$ cat config.mk
export PLATFORM = sky130hd
export DESIGN_NAME = tdpwm_timer
export DESIGN_NICKNAME = d
export VERILOG_FILES = /design/src/tdpwm_pkg.sv /design/src/tdpwm_prescaler.sv /design/src/tdpwm_timer.sv
export SDC_FILE = /design/constraint.sdc
export NUM_CORES = 1
export LEC_CHECK = 0
export ABC_CLOCK_PERIOD_IN_PS = 3550
export BUFFER_PORTS_ARGS = -buffer_cell sky130_fd_sc_hd__buf_2
export CAP_MARGIN = 25
export CORE_ASPECT_RATIO = 0.9
export CORE_MARGIN = 4
export CORE_UTILIZATION = 52
export CTS_CLUSTER_SIZE = 8
export DETAILED_ROUTE_END_ITERATION = 10
export MAX_ROUTING_LAYER = met4
export PLACE_DENSITY = 0.75
export SYNTH_ARGS = -nofsm -noshare
export SYNTH_HDL_FRONTEND = slang
export SYNTH_SLANG_ARGS = --single-unit
$ cat constraint.sdc
create_clock -name CLK_I -period 3.55 [get_ports CLK_I]
set_input_delay 0.71 -clock CLK_I [delete_from_list [all_inputs] [get_ports CLK_I]]
set_output_delay 0.71 -clock CLK_I [all_outputs]
set_load 0.02 [all_outputs]
$ cat src/tdpwm_pkg.sv
package tdpwm_pkg;
    // ==========================================================
    // Control word layout
    localparam int MODE_LSB        = 0;
    localparam int MODE_W          = 2;
    localparam int CLKSEL_LSB      = 2;
    localparam int CLKSEL_W        = 3;
    localparam int RUN_BIT         = 5;
    localparam int CTRL_W          = 6;
    localparam logic [MODE_W-1:0] MODE_TIMER = 2'h0;
    localparam logic [MODE_W-1:0] MODE_RSVD  = 2'h1;
    localparam logic [MODE_W-1:0] MODE_DIV   = 2'h2;
    localparam logic [MODE_W-1:0] MODE_PWM   = 2'h3;
    // ==========================================================
    // Reset values
    localparam logic [7:0]        CMP_RESET  = 8'hFF;
    localparam logic [CTRL_W-1:0] CTRL_RESET = 6'h00;
    // ==========================================================
    // Prescaler: source clock select code to divide exponent
    localparam int PRESC_W = 13;
    function automatic logic [3:0] tdpwm_div_exp(input logic [2:0] sel, input logic dv);
        logic [3:0] e;
        e = 4'h0;
        unique case (sel)
            3'h0: e = 4'hB;
            3'h1: e = 4'h7;
            3'h2: e = 4'h5;
            3'h3: e = 4'h3;
            3'h4: e = 4'h2;
            3'h5: e = 4'h1;
            3'h6: e = 4'h0;
            3'h7: e = 4'h0;
        endcase
        return (sel == 3'h7) ? 4'h0 : 4'((e + {3'h0, dv}));
    endfunction
    typedef enum logic [1:0] {TDPWM_IDLE, TDPWM_DIV, TDPWM_PWM} tdpwm_state_e;
endpackage : tdpwm_pkg

$ cat src/tdpwm_prescaler.sv
`timescale 1ns/100ps
`default_nettype none
// One-cycle tick every 2**exp system clocks
module tdpwm_prescaler #(
    parameter int W = tdpwm_pkg::PRESC_W
) (
    input  wire logic       clk_i,
    input  wire logic       rst_n_i,
    input  wire logic       clear_i,
    input  wire logic [3:0] exp_i,
    output logic            tick_o
);
    import tdpwm_pkg::*;
    logic [W-1:0] cnt_q;
    logic [W-1:0] cnt_d;
    logic [W-1:0] mask;

    // ==========================================================
    // Free counter, held at zero while stopped so the first tick is a full period
    always_comb begin
        mask  = W'((32'h1 << exp_i) - 32'h1);
        cnt_d = clear_i ? '0 : W'(cnt_q + 1'b1);
    end

    always_ff @(posedge clk_i or negedge rst_n_i) begin
        if (!rst_n_i) begin
            cnt_q <= '0;
        end else begin
            cnt_q <= cnt_d;
        end
    end

    // Tick when low bits wrap; exp of 0 ticks every clock
    assign tick_o = !clear_i && ((cnt_q & mask) == mask);
endmodule // tdpwm_prescaler
`default_nettype wire

$ cat src/tdpwm_timer.sv
// Contract
// - Divider mode gives 50 percent square wave from internal source clock.
// - Divider match: toggle pin, raise interrupt, clear counter, keep counting.
// - Divider pin is high while the timer is stopped.
// - Mode field value 10 selects divider output mode.
// - Counting starts when the control word is written with run bit set.
// - Modulation mode gives up to 8-bit resolution from internal clock.
// - Modulation match drives pin low; counter keeps running, not cleared.
// - Modulation overflow drives pin high and raises interrupt same cycle.
// - Modulation pin is high while the timer is stopped.
// - Compare buffered; in modulation mode new value reaches active stage after period ends, in divider mode at once.
// - First compare value moves to active stage when timer starts.
// - Rewrite compare after interrupt; coincident write at overflow loads the new value.
// - Entering stop state clears the run bit automatically.
`timescale 1ns/100ps
`default_nettype none
module tdpwm_timer
    import tdpwm_pkg::*;
#(
    parameter int CNT_W = 8
) (
    input  wire logic                         CLK_I,
    input  wire logic                         RESETN_I,
    input  wire logic [tdpwm_pkg::CTRL_W-1:0] CTRL_WDATA_I,
    input  wire logic                         CTRL_WR_I,
    input  wire logic [CNT_W-1:0]             CMP_WDATA_I,
    input  wire logic                         CMP_WR_I,
    input  wire logic                         DIV_SEL_I,
    input  wire logic                         STOP_ENTRY_I,
    output logic [tdpwm_pkg::CTRL_W-1:0]      CTRL_RDATA_O,
    output logic [CNT_W-1:0]                  CMP_RDATA_O,
    output logic [CNT_W-1:0]                  COUNT_O,
    output logic                              DIV_OUT_O,
    output logic                              PWM_OUT_O,
    output logic                              MATCH_IRQ_O
);
    import tdpwm_pkg::*;

    logic [CTRL_W-1:0] ctrl_q, ctrl_d;
    logic [CNT_W-1:0]  cmp_buf_q, cmp_buf_d;
    logic [CNT_W-1:0]  cmp_act_q, cmp_act_d;
    logic [CNT_W-1:0]  cnt_q, cnt_d;
    logic              div_q, div_d;
    logic              pwm_q, pwm_d;
    logic              irq_q, irq_d;
    logic              run;
    logic              start;
    logic              tick;
    logic              match;
    logic              ovf;
    logic [MODE_W-1:0] mode;
    tdpwm_state_e      state;

    assign mode = ctrl_q[MODE_LSB +: MODE_W];
    assign run  = ctrl_q[RUN_BIT];
    // Rising edge of run bit through a control write
    assign start = CTRL_WR_I && CTRL_WDATA_I[RUN_BIT] && !run && !STOP_ENTRY_I;

    // ==========================================================
    // Active function; the timer and reserved modes drive no pin here
    always_comb begin
        state = TDPWM_IDLE;
        if (run && mode == MODE_DIV) begin
            state = TDPWM_DIV;
        end else if (run && mode == MODE_PWM) begin
            state = TDPWM_PWM;
        end
    end

    tdpwm_prescaler u_presc (
        .clk_i   (CLK_I),
        .rst_n_i (RESETN_I),
        .clear_i (!run),
        .exp_i   (tdpwm_div_exp(ctrl_q[CLKSEL_LSB +: CLKSEL_W], DIV_SEL_I)),
        .tick_o  (tick)
    );

    // ==========================================================
    // Control word and compare buffer
    always_comb begin
        ctrl_d    = ctrl_q;
        cmp_buf_d = cmp_buf_q;
        if (CTRL_WR_I) begin
            ctrl_d = CTRL_WDATA_I;
        end
        // Stop entry wins over a simultaneous start write
        if (STOP_ENTRY_I) begin
            ctrl_d[RUN_BIT] = 1'b0;
        end
        if (CMP_WR_I) begin
            cmp_buf_d = CMP_WDATA_I;
        end
    end

    always_ff @(posedge CLK_I or negedge RESETN_I) begin
        if (!RESETN_I) begin
            ctrl_q    <= CTRL_RESET;
            cmp_buf_q <= CMP_RESET;
        end else begin
            ctrl_q    <= ctrl_d;
            cmp_buf_q <= cmp_buf_d;
        end
    end

    // ==========================================================
    // Counter, pins, interrupt, active compare stage
    assign match = tick && (cnt_q == cmp_act_q);
    assign ovf   = tick && (cnt_q == {CNT_W{1'b1}});

    always_comb begin
        cnt_d     = cnt_q;
        cmp_act_d = cmp_act_q;
        div_d     = 1'b1;
        pwm_d     = 1'b1;
        irq_d     = 1'b0;
        if (start) begin
            // Start clears the counter and loads the first value
            cnt_d     = '0;
            cmp_act_d = CMP_WR_I ? CMP_WDATA_I : cmp_buf_q;
        end else begin
            unique case (state)
                TDPWM_IDLE: begin
                    cnt_d = '0;
                end
                TDPWM_DIV: begin
                    div_d = div_q;
                    // Divider reads the buffer directly: a write while running takes effect at once
                    cmp_act_d = cmp_buf_q;
                    if (tick && cnt_q == cmp_buf_q) begin
                        div_d = !div_q;
                        irq_d = 1'b1;
                        cnt_d = '0;
                    end else if (tick) begin
                        cnt_d = CNT_W'(cnt_q + 1'b1);
                    end
                end
                TDPWM_PWM: begin
                    pwm_d = pwm_q;
                    if (tick) begin
                        cnt_d = CNT_W'(cnt_q + 1'b1);
                    end
                    if (match) begin
                        pwm_d = 1'b0;
                    end
                    if (ovf) begin
                        pwm_d     = 1'b1;
                        irq_d     = 1'b1;
                        // Write in the same cycle is taken as is; software avoids it
                        cmp_act_d = CMP_WR_I ? CMP_WDATA_I : cmp_buf_q;
                    end
                end
            endcase
        end
    end

    always_ff @(posedge CLK_I or negedge RESETN_I) begin
        if (!RESETN_I) begin
            cnt_q     <= '0;
            cmp_act_q <= CMP_RESET;
            div_q     <= 1'b1;
            pwm_q     <= 1'b1;
            irq_q     <= 1'b0;
        end else begin
            cnt_q     <= cnt_d;
            cmp_act_q <= cmp_act_d;
            div_q     <= div_d;
            pwm_q     <= pwm_d;
            irq_q     <= irq_d;
        end
    end

    assign CTRL_RDATA_O = ctrl_q;
    assign CMP_RDATA_O  = cmp_buf_q;
    assign COUNT_O      = cnt_q;
    assign DIV_OUT_O    = div_q;
    assign PWM_OUT_O    = pwm_q;
    assign MATCH_IRQ_O  = irq_q;

    // ==========================================================
    // Tick tally, read by the checks only
    // Counts source ticks since start, divider toggle or overflow.
    // Kept apart from the up-counter so that a wrong wrap or a
    // missed clear shows up as a length mismatch below.
    logic [CNT_W:0] span_q;
    logic [CNT_W:0] span_d;
    logic           span_end;

    // Half period ends in divider mode, full period otherwise
    assign span_end = (state == TDPWM_DIV) ? (tick && cnt_q == cmp_buf_q) : ovf;

    // Cleared on every boundary; idle parks it at zero
    always_comb begin
        span_d = span_q;
        if (start || state == TDPWM_IDLE || span_end) begin
            span_d = '0;
        end else if (tick) begin
            span_d = span_q + {{CNT_W{1'b0}}, 1'b1};
        end
    end

    always_ff @(posedge CLK_I or negedge RESETN_I) begin
        if (!RESETN_I) begin
            span_q <= '0;
        end else begin
            span_q <= span_d;
        end
    end

    // ==========================================================
    // Checks
    // All sampled on the system clock; a reset in progress masks them
    a_div_match_toggle: assert property (@(posedge CLK_I) disable iff (!RESETN_I)
        (state == TDPWM_DIV && !start && tick && cnt_q == cmp_buf_q)
        |=> (DIV_OUT_O != $past(DIV_OUT_O)) && MATCH_IRQ_O && COUNT_O == '0)
        else $error("divider match did not toggle, flag and clear");
    a_div_idle_high: assert property (@(posedge CLK_I) disable iff (!RESETN_I)
        (state != TDPWM_DIV) |=> DIV_OUT_O)
        else $error("divider pin low while not running in divider mode");
    a_pwm_idle_high: assert property (@(posedge CLK_I) disable iff (!RESETN_I)
        (state != TDPWM_PWM) |=> PWM_OUT_O)
        else $error("modulation pin low while not running");
    a_pwm_match_low: assert property (@(posedge CLK_I) disable iff (!RESETN_I)
        (state == TDPWM_PWM && !start && match && !ovf)
        |=> !PWM_OUT_O && COUNT_O == CNT_W'($past(cnt_q) + 1'b1))
        else $error("modulation match did not drive low");
    a_pwm_ovf_high: assert property (@(posedge CLK_I) disable iff (!RESETN_I)
        (state == TDPWM_PWM && !start && ovf) |=> PWM_OUT_O && MATCH_IRQ_O && COUNT_O == '0)
        else $error("overflow did not drive high with interrupt");
    a_pwm_cmp_hold: assert property (@(posedge CLK_I) disable iff (!RESETN_I)
        (state == TDPWM_PWM && !start && !ovf) |=> $stable(cmp_act_q))
        else $error("active compare changed mid period");
    a_start_load: assert property (@(posedge CLK_I) disable iff (!RESETN_I)
        (start && !CMP_WR_I) |=> cmp_act_q == $past(cmp_buf_q) && COUNT_O == '0)
        else $error("start did not load compare");
    a_stop_clears: assert property (@(posedge CLK_I) disable iff (!RESETN_I)
        STOP_ENTRY_I |=> !CTRL_RDATA_O[RUN_BIT])
        else $error("stop entry left run bit set");
    a_irq_cause: assert property (@(posedge CLK_I) disable iff (!RESETN_I)
        MATCH_IRQ_O |-> $past(tick) && $past(run))
        else $error("interrupt without source tick");

    // Divider: stepping between matches, even halves; mode decode of both functions
    a_div_count_step: assert property (@(posedge CLK_I) disable iff (!RESETN_I)
        (state == TDPWM_DIV && !start && tick && cnt_q != cmp_buf_q)
        |=> COUNT_O == CNT_W'($past(cnt_q) + 1'b1) && !MATCH_IRQ_O
            && DIV_OUT_O == $past(DIV_OUT_O))
        else $error("divider counter did not step between matches");
    a_div_tick_hold: assert property (@(posedge CLK_I) disable iff (!RESETN_I)
        (state == TDPWM_DIV && !start && !tick) |=> $stable(cnt_q) && $stable(div_q))
        else $error("divider moved without a source tick");
    a_div_half_span: assert property (@(posedge CLK_I) disable iff (!RESETN_I)
        (state == TDPWM_DIV && !start && span_end) |-> span_q == {1'b0, cmp_buf_q})
        else $error("divider half periods differ in length");
    a_div_mode_code: assert property (@(posedge CLK_I) disable iff (!RESETN_I)
        (run && ctrl_q[MODE_LSB +: MODE_W] == 2'h2) |-> state == TDPWM_DIV)
        else $error("mode code 10 did not select the divider");
    a_pwm_mode_code: assert property (@(posedge CLK_I) disable iff (!RESETN_I)
        (run && ctrl_q[MODE_LSB +: MODE_W] == 2'h3) |-> state == TDPWM_PWM)
        else $error("mode code 11 did not select modulation");

    // Modulation: stepping, quiet cycles, period length, shift stage
    // A write landing on the overflow cycle is taken as it stands
    a_pwm_count_step: assert property (@(posedge CLK_I) disable iff (!RESETN_I)
        (state == TDPWM_PWM && !start && tick) |=> COUNT_O == CNT_W'($past(cnt_q) + 1'b1))
        else $error("modulation counter did not step on a tick");
    a_pwm_pin_hold: assert property (@(posedge CLK_I) disable iff (!RESETN_I)
        (state == TDPWM_PWM && !start && !match && !ovf)
        |=> PWM_OUT_O == $past(PWM_OUT_O) && !MATCH_IRQ_O)
        else $error("modulation pin or interrupt moved without an event");
    a_pwm_full_span: assert property (@(posedge CLK_I) disable iff (!RESETN_I)
        (state == TDPWM_PWM && !start && ovf) |-> span_q == {1'b0, {CNT_W{1'b1}}})
        else $error("modulation period is not the full counter span");
    a_pwm_ovf_load: assert property (@(posedge CLK_I) disable iff (!RESETN_I)
        (state == TDPWM_PWM && !start && ovf && !CMP_WR_I) |=> cmp_act_q == $past(cmp_buf_q))
        else $error("buffered compare not shifted at period end");
    a_pwm_late_write: assert property (@(posedge CLK_I) disable iff (!RESETN_I)
        (state == TDPWM_PWM && !start && ovf && CMP_WR_I) |=> cmp_act_q == $past(CMP_WDATA_I))
        else $error("compare written at overflow not taken");

    // Control and compare writes, start and stop entry
    a_start_runs: assert property (@(posedge CLK_I) disable iff (!RESETN_I)
        start |=> CTRL_RDATA_O[RUN_BIT] && COUNT_O == '0)
        else $error("start write did not set run with a clear counter");
    a_ctrl_write: assert property (@(posedge CLK_I) disable iff (!RESETN_I)
        (CTRL_WR_I && !STOP_ENTRY_I) |=> CTRL_RDATA_O == $past(CTRL_WDATA_I))
        else $error("control write did not land");
    a_start_with_write: assert property (@(posedge CLK_I) disable iff (!RESETN_I)
        (start && CMP_WR_I) |=> cmp_act_q == $past(CMP_WDATA_I))
        else $error("start ignored the compare written with it");
    a_cmp_buf_write: assert property (@(posedge CLK_I) disable iff (!RESETN_I)
        CMP_WR_I |=> CMP_RDATA_O == $past(CMP_WDATA_I))
        else $error("compare write did not reach the buffer");
    a_stop_pins_high: assert property (@(posedge CLK_I) disable iff (!RESETN_I)
        STOP_ENTRY_I |=> ##1 (DIV_OUT_O && PWM_OUT_O))
        else $error("pins not released high after stop entry");

    // Idle: counter parked at zero, no interrupt
    a_idle_quiet: assert property (@(posedge CLK_I) disable iff (!RESETN_I)
        (state == TDPWM_IDLE && !start) |=> COUNT_O == '0 && !MATCH_IRQ_O)
        else $error("counter or interrupt active while idle");
endmodule // tdpwm_timer
`default_nettype wire

==> results.yml, run 1 <==
outcome:
  status: "complete, no violations"
sta:
  rsz0062_at_grt: "true"
  clock_skew_ns: 0.00898
  maxSlewHeadroom: 0.666
  fin_crit_ns: 3.54
  setup_tns_ns: 0
  setup_viol: 0
  fin_hold_ws_ns: 0.215
  hold_viol_final: 0
  finalMaxSlewViolations: 0
  timing.final.ws_setup_ns: 0.00586
  max_freq_mhz: 282
  tightest_slew_ns: 0.497
  fin_crit_sh: 0.998
yosys:
  synth_cell_types: 56
  syn_inst: 317
  synth_edf_count: 0
  yosysTopAreaCell: "dfrtp_1"
  async_flop_share: 1.00
  synth-seq-cells: 46
  syn_avg_cell_area_sq_um: 9.55
  yosysMostFrequentCell: "nand2_1"
  synth_area_leaders: "dfrtp_1, dfstp_2, mux2i_1"
  ys_warn_count: 0
  netlist_top_cells_count: "nand2_1, dfrtp_1, dfstp_2, mux2i_1"
  synth_top_area_share: 0.231
  synth_top_flop_cell: "dfrtp_1"
  synth_area_sq_um: 3030
  syn-num-nets: 345
  synth_seq_area_share: 0.388
routing:
  wl_met2_microns: 3250
  met1_length_microns: 3400
  drt_wl_total_microns: 7180
  drtIter0Drc: 201
  first_pass_iters: 5
  top_layer: "met4"
  wl_met3_microns: 438
  wl_per_cell_microns: 16.0
  via_per_inst: 5.79
  ant_nets: 0
  route.detailed.drc: 0
  vias: 2606
setup_path:
  crit_start: "CTRL_RDATA_O[3]"
  path_cells: "inv_2, ha_2, nand2b_4, ha_4, nand2_2, or4_4, and2_4, nand4_1, ha_4, or3_4, a211o_1, o2111ai_2, o32ai_2, o2111ai_2, or2_4, or3_1, nand3_1"
  worst_setup_path_start_kind: "flip-flop"
  endpoint_kind: "flip-flop"
  r2r-start: "CTRL_RDATA_O[3]"
  crit_path_max_fanout: 8
  worstPathArrival_ns: 3.79
  cpPeakStageDelay_ns: 0.43
  cpMaxStageDelayCell: "dfrtp_2"
  cp.required_ns: 3.80
  crit_type: "reg2reg"
min_path:
  hold_class: "in2async"
clocking:
  cts.sinks: 46
  clockRootBuffer: "clkbuf_8"
  cts_tree: "built"
  clk_latency_ns: 0.31
  cts.path.max_buffers: 2
  clk_pin_slew_ns: 0.09
  htree_levels: 2
  cts_made_buffers: 5
  holdBufCountCts: 0
finish:
  nets: 407
  fill_cells: 470
  diodes: 0
  multiInputGateArea_sq_um: 1880
  drive_gt1_frac: 0.392
  area_delta_synth_final_pct: 24.5
  final-seq-area_sq_um: 1180
place:
  place.gp.congestion: 0.881
  io_buffers: 44
  pre_cts_slack_ns: -0.293
  hpwl_microns: 5270
flow_run:
  maxCapViolCount: 0
die:
  start_util: 0.535
  ios: 45
  dieArea_sq_um: 7110
  die_w_microns: 88.4
  core_sq_um: 5660
  die_h_microns: 80.4
  rows: 26
global_route:
  grtUsageTotal: 0.217
  antenna_found_initial: 0
  grt_pass1_wl_microns: 11800
  grt_pass1_vias: 2479
  grt.overflow.total: 0
  grt_max_degree: 47
power_and_ir_drop:
  power.density_nw_per_um2: 402
  peakVddDrop_mv: 0.252
  leakagePower_nw: 1.72
report_power, final:
group	internal [W]	switching [W]
clock	0.000183	0.000188
combinational	0.000245	0.000257
sequential	0.000600	0.0000438
total	0.00103	0.000489
worst max-delay path, delay by kind of cell, from the launching register on:
family,cells,cell delay (ns)
buffers and inverters,1,0.06
adder cells (fa/ha/maj),3,0.50
AND/OR/NAND/NOR,9,1.77
AO/OA/AOI/OAI,4,0.71
flip-flops,1,0.43
cells by family (layout without fill, tap and decap cells):
group	after synthesis	count (layout)	synth area share
AOI/OAI and AO/OA	53	53	0.129
adders and majority gates	8	8	0.0331
DFF	46	46	0.388
xor gates and xnor gates	28	28	0.0810
muxes	30	30	0.104
and+or+nand+nor	119	119	0.223
buffers and inverters	33	96	0.0430
metal layers:
metal | GRT usage | up-vias
met5 | - | -
met4 | 0.0498 | 0
met3 | 0.0379 | 11
met2 | 0.319 | 102
met1 | 0.313 | 1248
li1 | - | 1245
state kept, by name, summed over array words and instances (netlist names):
name	count
CTRL_RDATA_O	6
u_presc.cnt_q	13
PWM_OUT_O	1
COUNT_O	8
DIV_OUT_O	1
CMP_RDATA_O	8
MATCH_IRQ_O	1
cmp_act_q	8
timing repair:
action,in CTS,in global routing
setup buffers,4,3
gates resized for setup,11,11
endpoints found under the setup margin,18,18
endpoints found under the hold margin,0,0
pin swaps,7,1
cell usage in the layout, fill, tap and decap left out, types with 5 or more instances in the layout:
cell type,instances
buf_2,44
nand2_1,26
dfrtp_1,25
buf_4,23
dfstp_2,18
mux2i_1,18
xnor2_1,16
inv_1,15
nand3_1,13
xor2_1,12
and2_1,12
mux2_2,12
nor2_1,8
and3_1,7
o21ai_0,7
or3_1,7
a21oi_1,5
nand4_1,5
a21oi_2,5
o22ai_1,5
clkbuf_8,5
area by class of cell:
cell class              count  area share
well taps                  70      0.0232
multi-input cells         238       0.499
clock buffers               6      0.0249
flip-flops and latches     46       0.312
repair buffers             72       0.121
clock inverters             2     0.00365
inverters                  16      0.0159
worst paths after layout:
kind                                      to  cells after the start  slack (ns)
max in group asynchronous          PWM_OUT_O                      2        2.84
hold / removal             u_presc.cnt_q[12]                      1        0.22
min in group CLK_I              cmp_act_q[5]                      2        0.48
hold reg to reg                 cmp_act_q[5]                      2        0.48
setup / recovery                   DIV_OUT_O                     17       0.006
setup reg to reg                   DIV_OUT_O                     17       0.006
stage by stage:
| stage | area, sq um | total power, W | instances | util |
|---|---|---|---|---|
| floorplan | 3130 | 0.000979 | 317 | - |
| global placement | 3500 | 0.00110 | 434 | 0.618 |
| detailed placement | 3500 | 0.00111 | 434 | 0.618 |
| CTS | 3690 | 0.00150 | 446 | 0.653 |
| global route | 3770 | 0.00160 | 450 | 0.666 |
| finish | 3770 | 0.00152 | 450 | 0.666 |
(Power assumes the default switching activity.)
==> run 2: changes to the inputs <==
SETUP_SLACK_MARGIN = 0.3   (was not set)
==> run 2 against run 1 <==
Compared with the run above: largest cell class unchanged; routed wire length decreased by 1.1%; total power increased by 0.33%; clock skew grew 0.0018 ns; first-iteration DRC count is 19% lower; critical path depth rose by 1; clock power barely moved; design area rose by 0.43%; core utilization up 0.29 points; hold slack lost 0.011 ns.
==> results.yml, run 2 (synthesized netlist as in run 1, its figures left out) <==
setup_path:
  crit_type: "reg2reg"
  cp_top_family: "simple AND/OR/NAND/NOR gates"
  worstPathArrival_ns: 3.73
  path_cells: "ha_4, nand2b_4, ha_4, ha_4, or2_4, a211o_1, nand2_1, nand2_2, ha_4, nor2b_4, nor3_2, o2111ai_2, o32ai_2, o2111ai_2, or2_4, buf_8, a21oi_2, o22ai_1"
  path_common_cell: "ha_4"
  r2r-start: "CTRL_RDATA_O[2]"
  critPathBufInv: 1
  worst_setup_path_start_kind: "flip-flop"
  crit_path_max_fanout: 8
  cpMaxStageDelayCell: "dfrtp_2"
  cp.required_ns: 3.73
  cpPeakStageDelay_ns: 0.45
  crit_start: "CTRL_RDATA_O[2]"
  endpoint_kind: "flip-flop"
global_route:
  grt_pass1_wl_microns: 11300
  antenna_found_initial: 0
  grt_pass1_vias: 2382
  grt_max_degree: 47
  grtUsageTotal: 0.211
  grt.overflow.total: 0
finish:
  final_common_cell: "buf_2"
  nets: 404
  largest_register_ffs: 13
  utilization: 0.669
  layout_common_cells: "buf_2, nand2_1, dfrtp_1"
  area_delta_synth_final_pct: 25.0
  max_flop_register: "u_presc.cnt_q"
  diodes: 0
  drive_gt1_frac: 0.387
  final_cells: 447
place:
  io_buffers: 44
  placed_cells: 431
  hpwl_microns: 5230
  pre_cts_slack_ns: -0.177
  place.gp.congestion: 0.940
power_and_ir_drop:
  power.density_nw_per_um2: 402
  leakagePower_nw: 1.71
  peakVddDrop_mv: 0.224
sta:
  finalMaxSlewViolations: 0
  fin_hold_ws_ns: 0.204
  tightest_slew_ns: 0.548
  maxSlewHeadroom: 0.635
  fin_crit_ns: 3.55
  clock_skew_ns: 0.0108
  hold_viol_final: 0
  max_freq_mhz: 282
  setup_viol: 0
  fin_crit_sh: 0.999
  rsz0062_at_grt: "true"
  timing.final.ws_setup_ns: 0.00305
routing:
  vias: 2533
  drt_wl_total_microns: 7100
  drtIter0Drc: 162
  first_pass_iters: 4
  ant_nets: 0
  via_per_inst: 5.67
  route.detailed.drc: 0
  wl_per_cell_microns: 15.9
clocking:
  clockRootBuffer: "clkbuf_8"
  cts.sinks: 46
  htree_levels: 2
  cts_made_buffers: 5
  clk_pin_slew_ns: 0.09
  cts_tree: "built"
  holdBufCountCts: 0
  cts.path.max_buffers: 2
  clk_latency_ns: 0.31
die:
  die_h_microns: 80.4
  ios: 45
  dieArea_sq_um: 7110
  core_sq_um: 5660
  die_w_microns: 88.4
  rows: 26
  start_util: 0.535
flow_run:
  maxCapViolCount: 0
min_path:
  hold_class: "in2async"
outcome:
  status: "complete, no violations"
## run 2: timing repair
action,in CTS,in global routing
gates resized for setup,5,15
pin swaps,11,6
endpoints found under the setup margin,19,19
hold endpoints to repair,0,0
setup buffers,4,3
## run 2: cell type report
type                       count  area [sq um]
clock buffer                   6          93.8
clock inverter                 2          13.8
fill                         445          1870
inverter                      16          60.1
multi-input combinational    238          1900
sequential                    46          1180
tap                           70          87.6
timing repair buffer          69           455
## run 2: per-layer routing
layer,share of wire,vias to the layer above,track usage
met5,0,-,-
met1,0.48,1208,0.307
li1,-,1240,-
met2,0.44,77,0.300
met4,0.011,0,0.0589
met3,0.065,8,0.0379
## run 2: worst register-to-register path, delay by kind of cell, from the launching register on
family                   cells  cell delay (ns)
AO/OA/AOI/OAI                6             1.05
adder cells (fa/ha/maj)      4             0.66
buffers and inverters        1             0.16
flip-flops                   1             0.45
AND/OR/NAND/NOR              7             1.11
## run 2: final timing paths
kind	cells past startpoint	slack, ns	endpoint
max	18	0.003	COUNT_O[4]
min	1	0.20	u_presc.cnt_q[12]
max reg2reg	18	0.003	COUNT_O[4]
min reg2reg	2	0.48	cmp_act_q[1]
max in group asynchronous	2	2.86	CMP_RDATA_O[1]
min in group CLK_I	2	0.48	cmp_act_q[1]
## run 2: power by group
part           internal (W)  switching, W  leakage [nW]
registers          0.000600     0.0000451         0.566
logic              0.000248      0.000255          1.09
clock network      0.000183      0.000190        0.0567
## run 2: stage by stage
stage / power, W / setup TNS (ns) / area, sq um
after global routing: 0.00160 / -2.48 / 3790
after floorplan: 0.000984 / -0.0577 / 3150
after global placement: 0.00110 / -1.17 / 3490
after detailed placement: 0.00111 / -2.47 / 3490
final: 0.00152 / 0 / 3790
after CTS: 0.00150 / 0 / 3670
==> run 3: changes to the inputs <==
MAX_ROUTING_LAYER = not set   (was met4)
==> run 3 against run 2 <==
Compared with the run above: the run now ends with setup timing left; via count grew 1.8%; hold slack gained 0.047 ns; global-route usage grew 0.36 points; flip-flop and latch count is the same; critical path depth is the same; sequential share of layout area shrank 0.17 points; sequential power is essentially flat; largest cell class unchanged; largest power group unchanged.
==> results.yml, run 3 (synthesized netlist as in run 1, its figures left out) <==
outcome:
  status: "complete, but fails checks"
  violations: "setup timing"
clocking:
  cts_tree: "built"
  cts.path.max_buffers: 2
  clk_pin_slew_ns: 0.09
  clk_latency_ns: 0.30
  holdBufCountCts: 0
  clockRootBuffer: "clkbuf_8"
  cts_made_buffers: 5
  htree_levels: 2
  cts.sinks: 46
finish:
  drive_gt1_frac: 0.403
  largest_register_ffs: 13
  max_flop_register: "u_presc.cnt_q"
  utilization: 0.673
  layout_common_cells: "buf_2, dfrtp_1, nand2_1"
  diodes: 0
  fill_cells: 463
  final_cells: 450
  area_delta_synth_final_pct: 25.7
  final_common_cell: "buf_2"
  nets: 407
  fin_area_sq_um: 3810
place:
  placed_area_sq_um: 3490
  placed_cells: 431
  hpwl_microns: 5340
  io_buffers: 44
  place.gp.congestion: 0.922
setup_path:
  crit_start: "CTRL_RDATA_O[2]"
  worstPathArrival_ns: 3.79
  path_cells: "ha_4, nand2b_4, ha_4, ha_4, or2_4, a211o_1, nand2_1, nand2_2, ha_4, or3_1, a211o_1, o2111ai_2, o32ai_2, o2111ai_2, nor4_4, nor3_4, buf_4, mux2i_2"
  critPathBufInv: 1
  crit_path_max_fanout: 5
  crit_type: "reg2reg"
  cp.required_ns: 3.77
  r2r_slack_ns: -0.02
  cp_top_family: "simple AND/OR/NAND/NOR gates"
  cpPeakStageDelay_ns: 0.45
  cpMaxStageDelayCell: "dfrtp_2"
  worst_setup_path_start_kind: "flip-flop"
  path_common_cell: "ha_4"
  r2r-start: "CTRL_RDATA_O[2]"
  endpoint_kind: "flip-flop"
sta:
  fin_crit_sh: 1.01
  maxSlewHeadroom: 0.630
  rsz0062_at_grt: "true"
  setup_viol: 1
  max_freq_mhz: 280
  hold_viol_final: 0
  fin_crit_ns: 3.57
  timing.final.ws_setup_ns: -0.0201
  setup_tns_ns: -0.0201
  tightest_slew_ns: 0.551
  finalMaxSlewViolations: 0
  clock_skew_ns: 0.00987
  fin_hold_ws_ns: 0.251
routing:
  route.detailed.drc: 0
  drt_wl_total_microns: 7340
  wl_per_cell_microns: 16.3
  ant_nets: 0
  first_pass_iters: 4
  vias: 2578
  via_per_inst: 5.73
  drtIter0Drc: 184
min_path:
  hold_class: "in2async"
global_route:
  grt_pass1_vias: 2473
  grt.overflow.total: 0
  antenna_found_initial: 0
  grt_max_degree: 47
  grt_pass1_wl_microns: 12000
  grtUsageTotal: 0.214
power_and_ir_drop:
  peakVddDrop_mv: 0.324
  power.density_nw_per_um2: 407
  leakagePower_nw: 1.71
die:
  die_w_microns: 88.4
  die_h_microns: 80.4
  start_util: 0.535
  dieArea_sq_um: 7110
  core_sq_um: 5660
  ios: 45
  rows: 26
flow_run:
  maxCapViolCount: 0
## run 3: cell count changes in the layout (fill, tap and decap cells not counted), sizes merged
cell	change
buf	+3
## run 3: where the power goes
part	leakage [nW]	total (W)	internal, W	switching, W
registers	0.566	0.000646	0.000600	0.0000456
clock network	0.0567	0.000369	0.000183	0.000186
logic	1.09	0.000535	0.000266	0.000269
## run 3: layout make-up
cell class,count,area [sq um],area share
well taps,70,87.6,0.0230
repair buffers,72,473,0.124
multi-input cells,238,1900,0.500
clock inverters,2,13.8,0.00361
inverters,16,60.1,0.0158
clock buffers,6,93.8,0.0246
flip-flops and latches,46,1180,0.309
## run 3: per-stage QoR
stage	setup WS, ns	power (W)
after floorplan	-0.0141	0.000984
after global placement	-0.0882	0.00110
after detailed placement	-0.205	0.00112
after CTS	0.0218	0.00152
after global routing	-0.160	0.00163
final	-0.0201	0.00155
## run 3: timing repair
action / 4_1_cts / 5_1_grt
buffers inserted: 8 / 2
gates resized for setup: 10 / 16
endpoints found under the setup margin: 19 / 19
pin swaps: 10 / 5
## run 3: final timing paths
check	to	cells past startpoint
worst min-delay path	u_presc.cnt_q[12]	1
worst min register to register	cmp_act_q[4]	2
worst max register to register	cmp_act_q[0]	18
max in group asynchronous	cmp_act_q[1]	2
min in group CLK_I	cmp_act_q[4]	2
worst max-delay path	cmp_act_q[0]	18
## run 3: routing by layer
| metal | routed length [microns] | GRT usage | share of wire |
|---|---|---|---|
| met5 | 0 | 0 | 0 |
| met4 | 25 | 0.0483 | 0.0034 |
| met2 | 3390 | 0.330 | 0.46 |
| met3 | 535 | 0.0482 | 0.073 |
| met1 | 3390 | 0.305 | 0.46 |
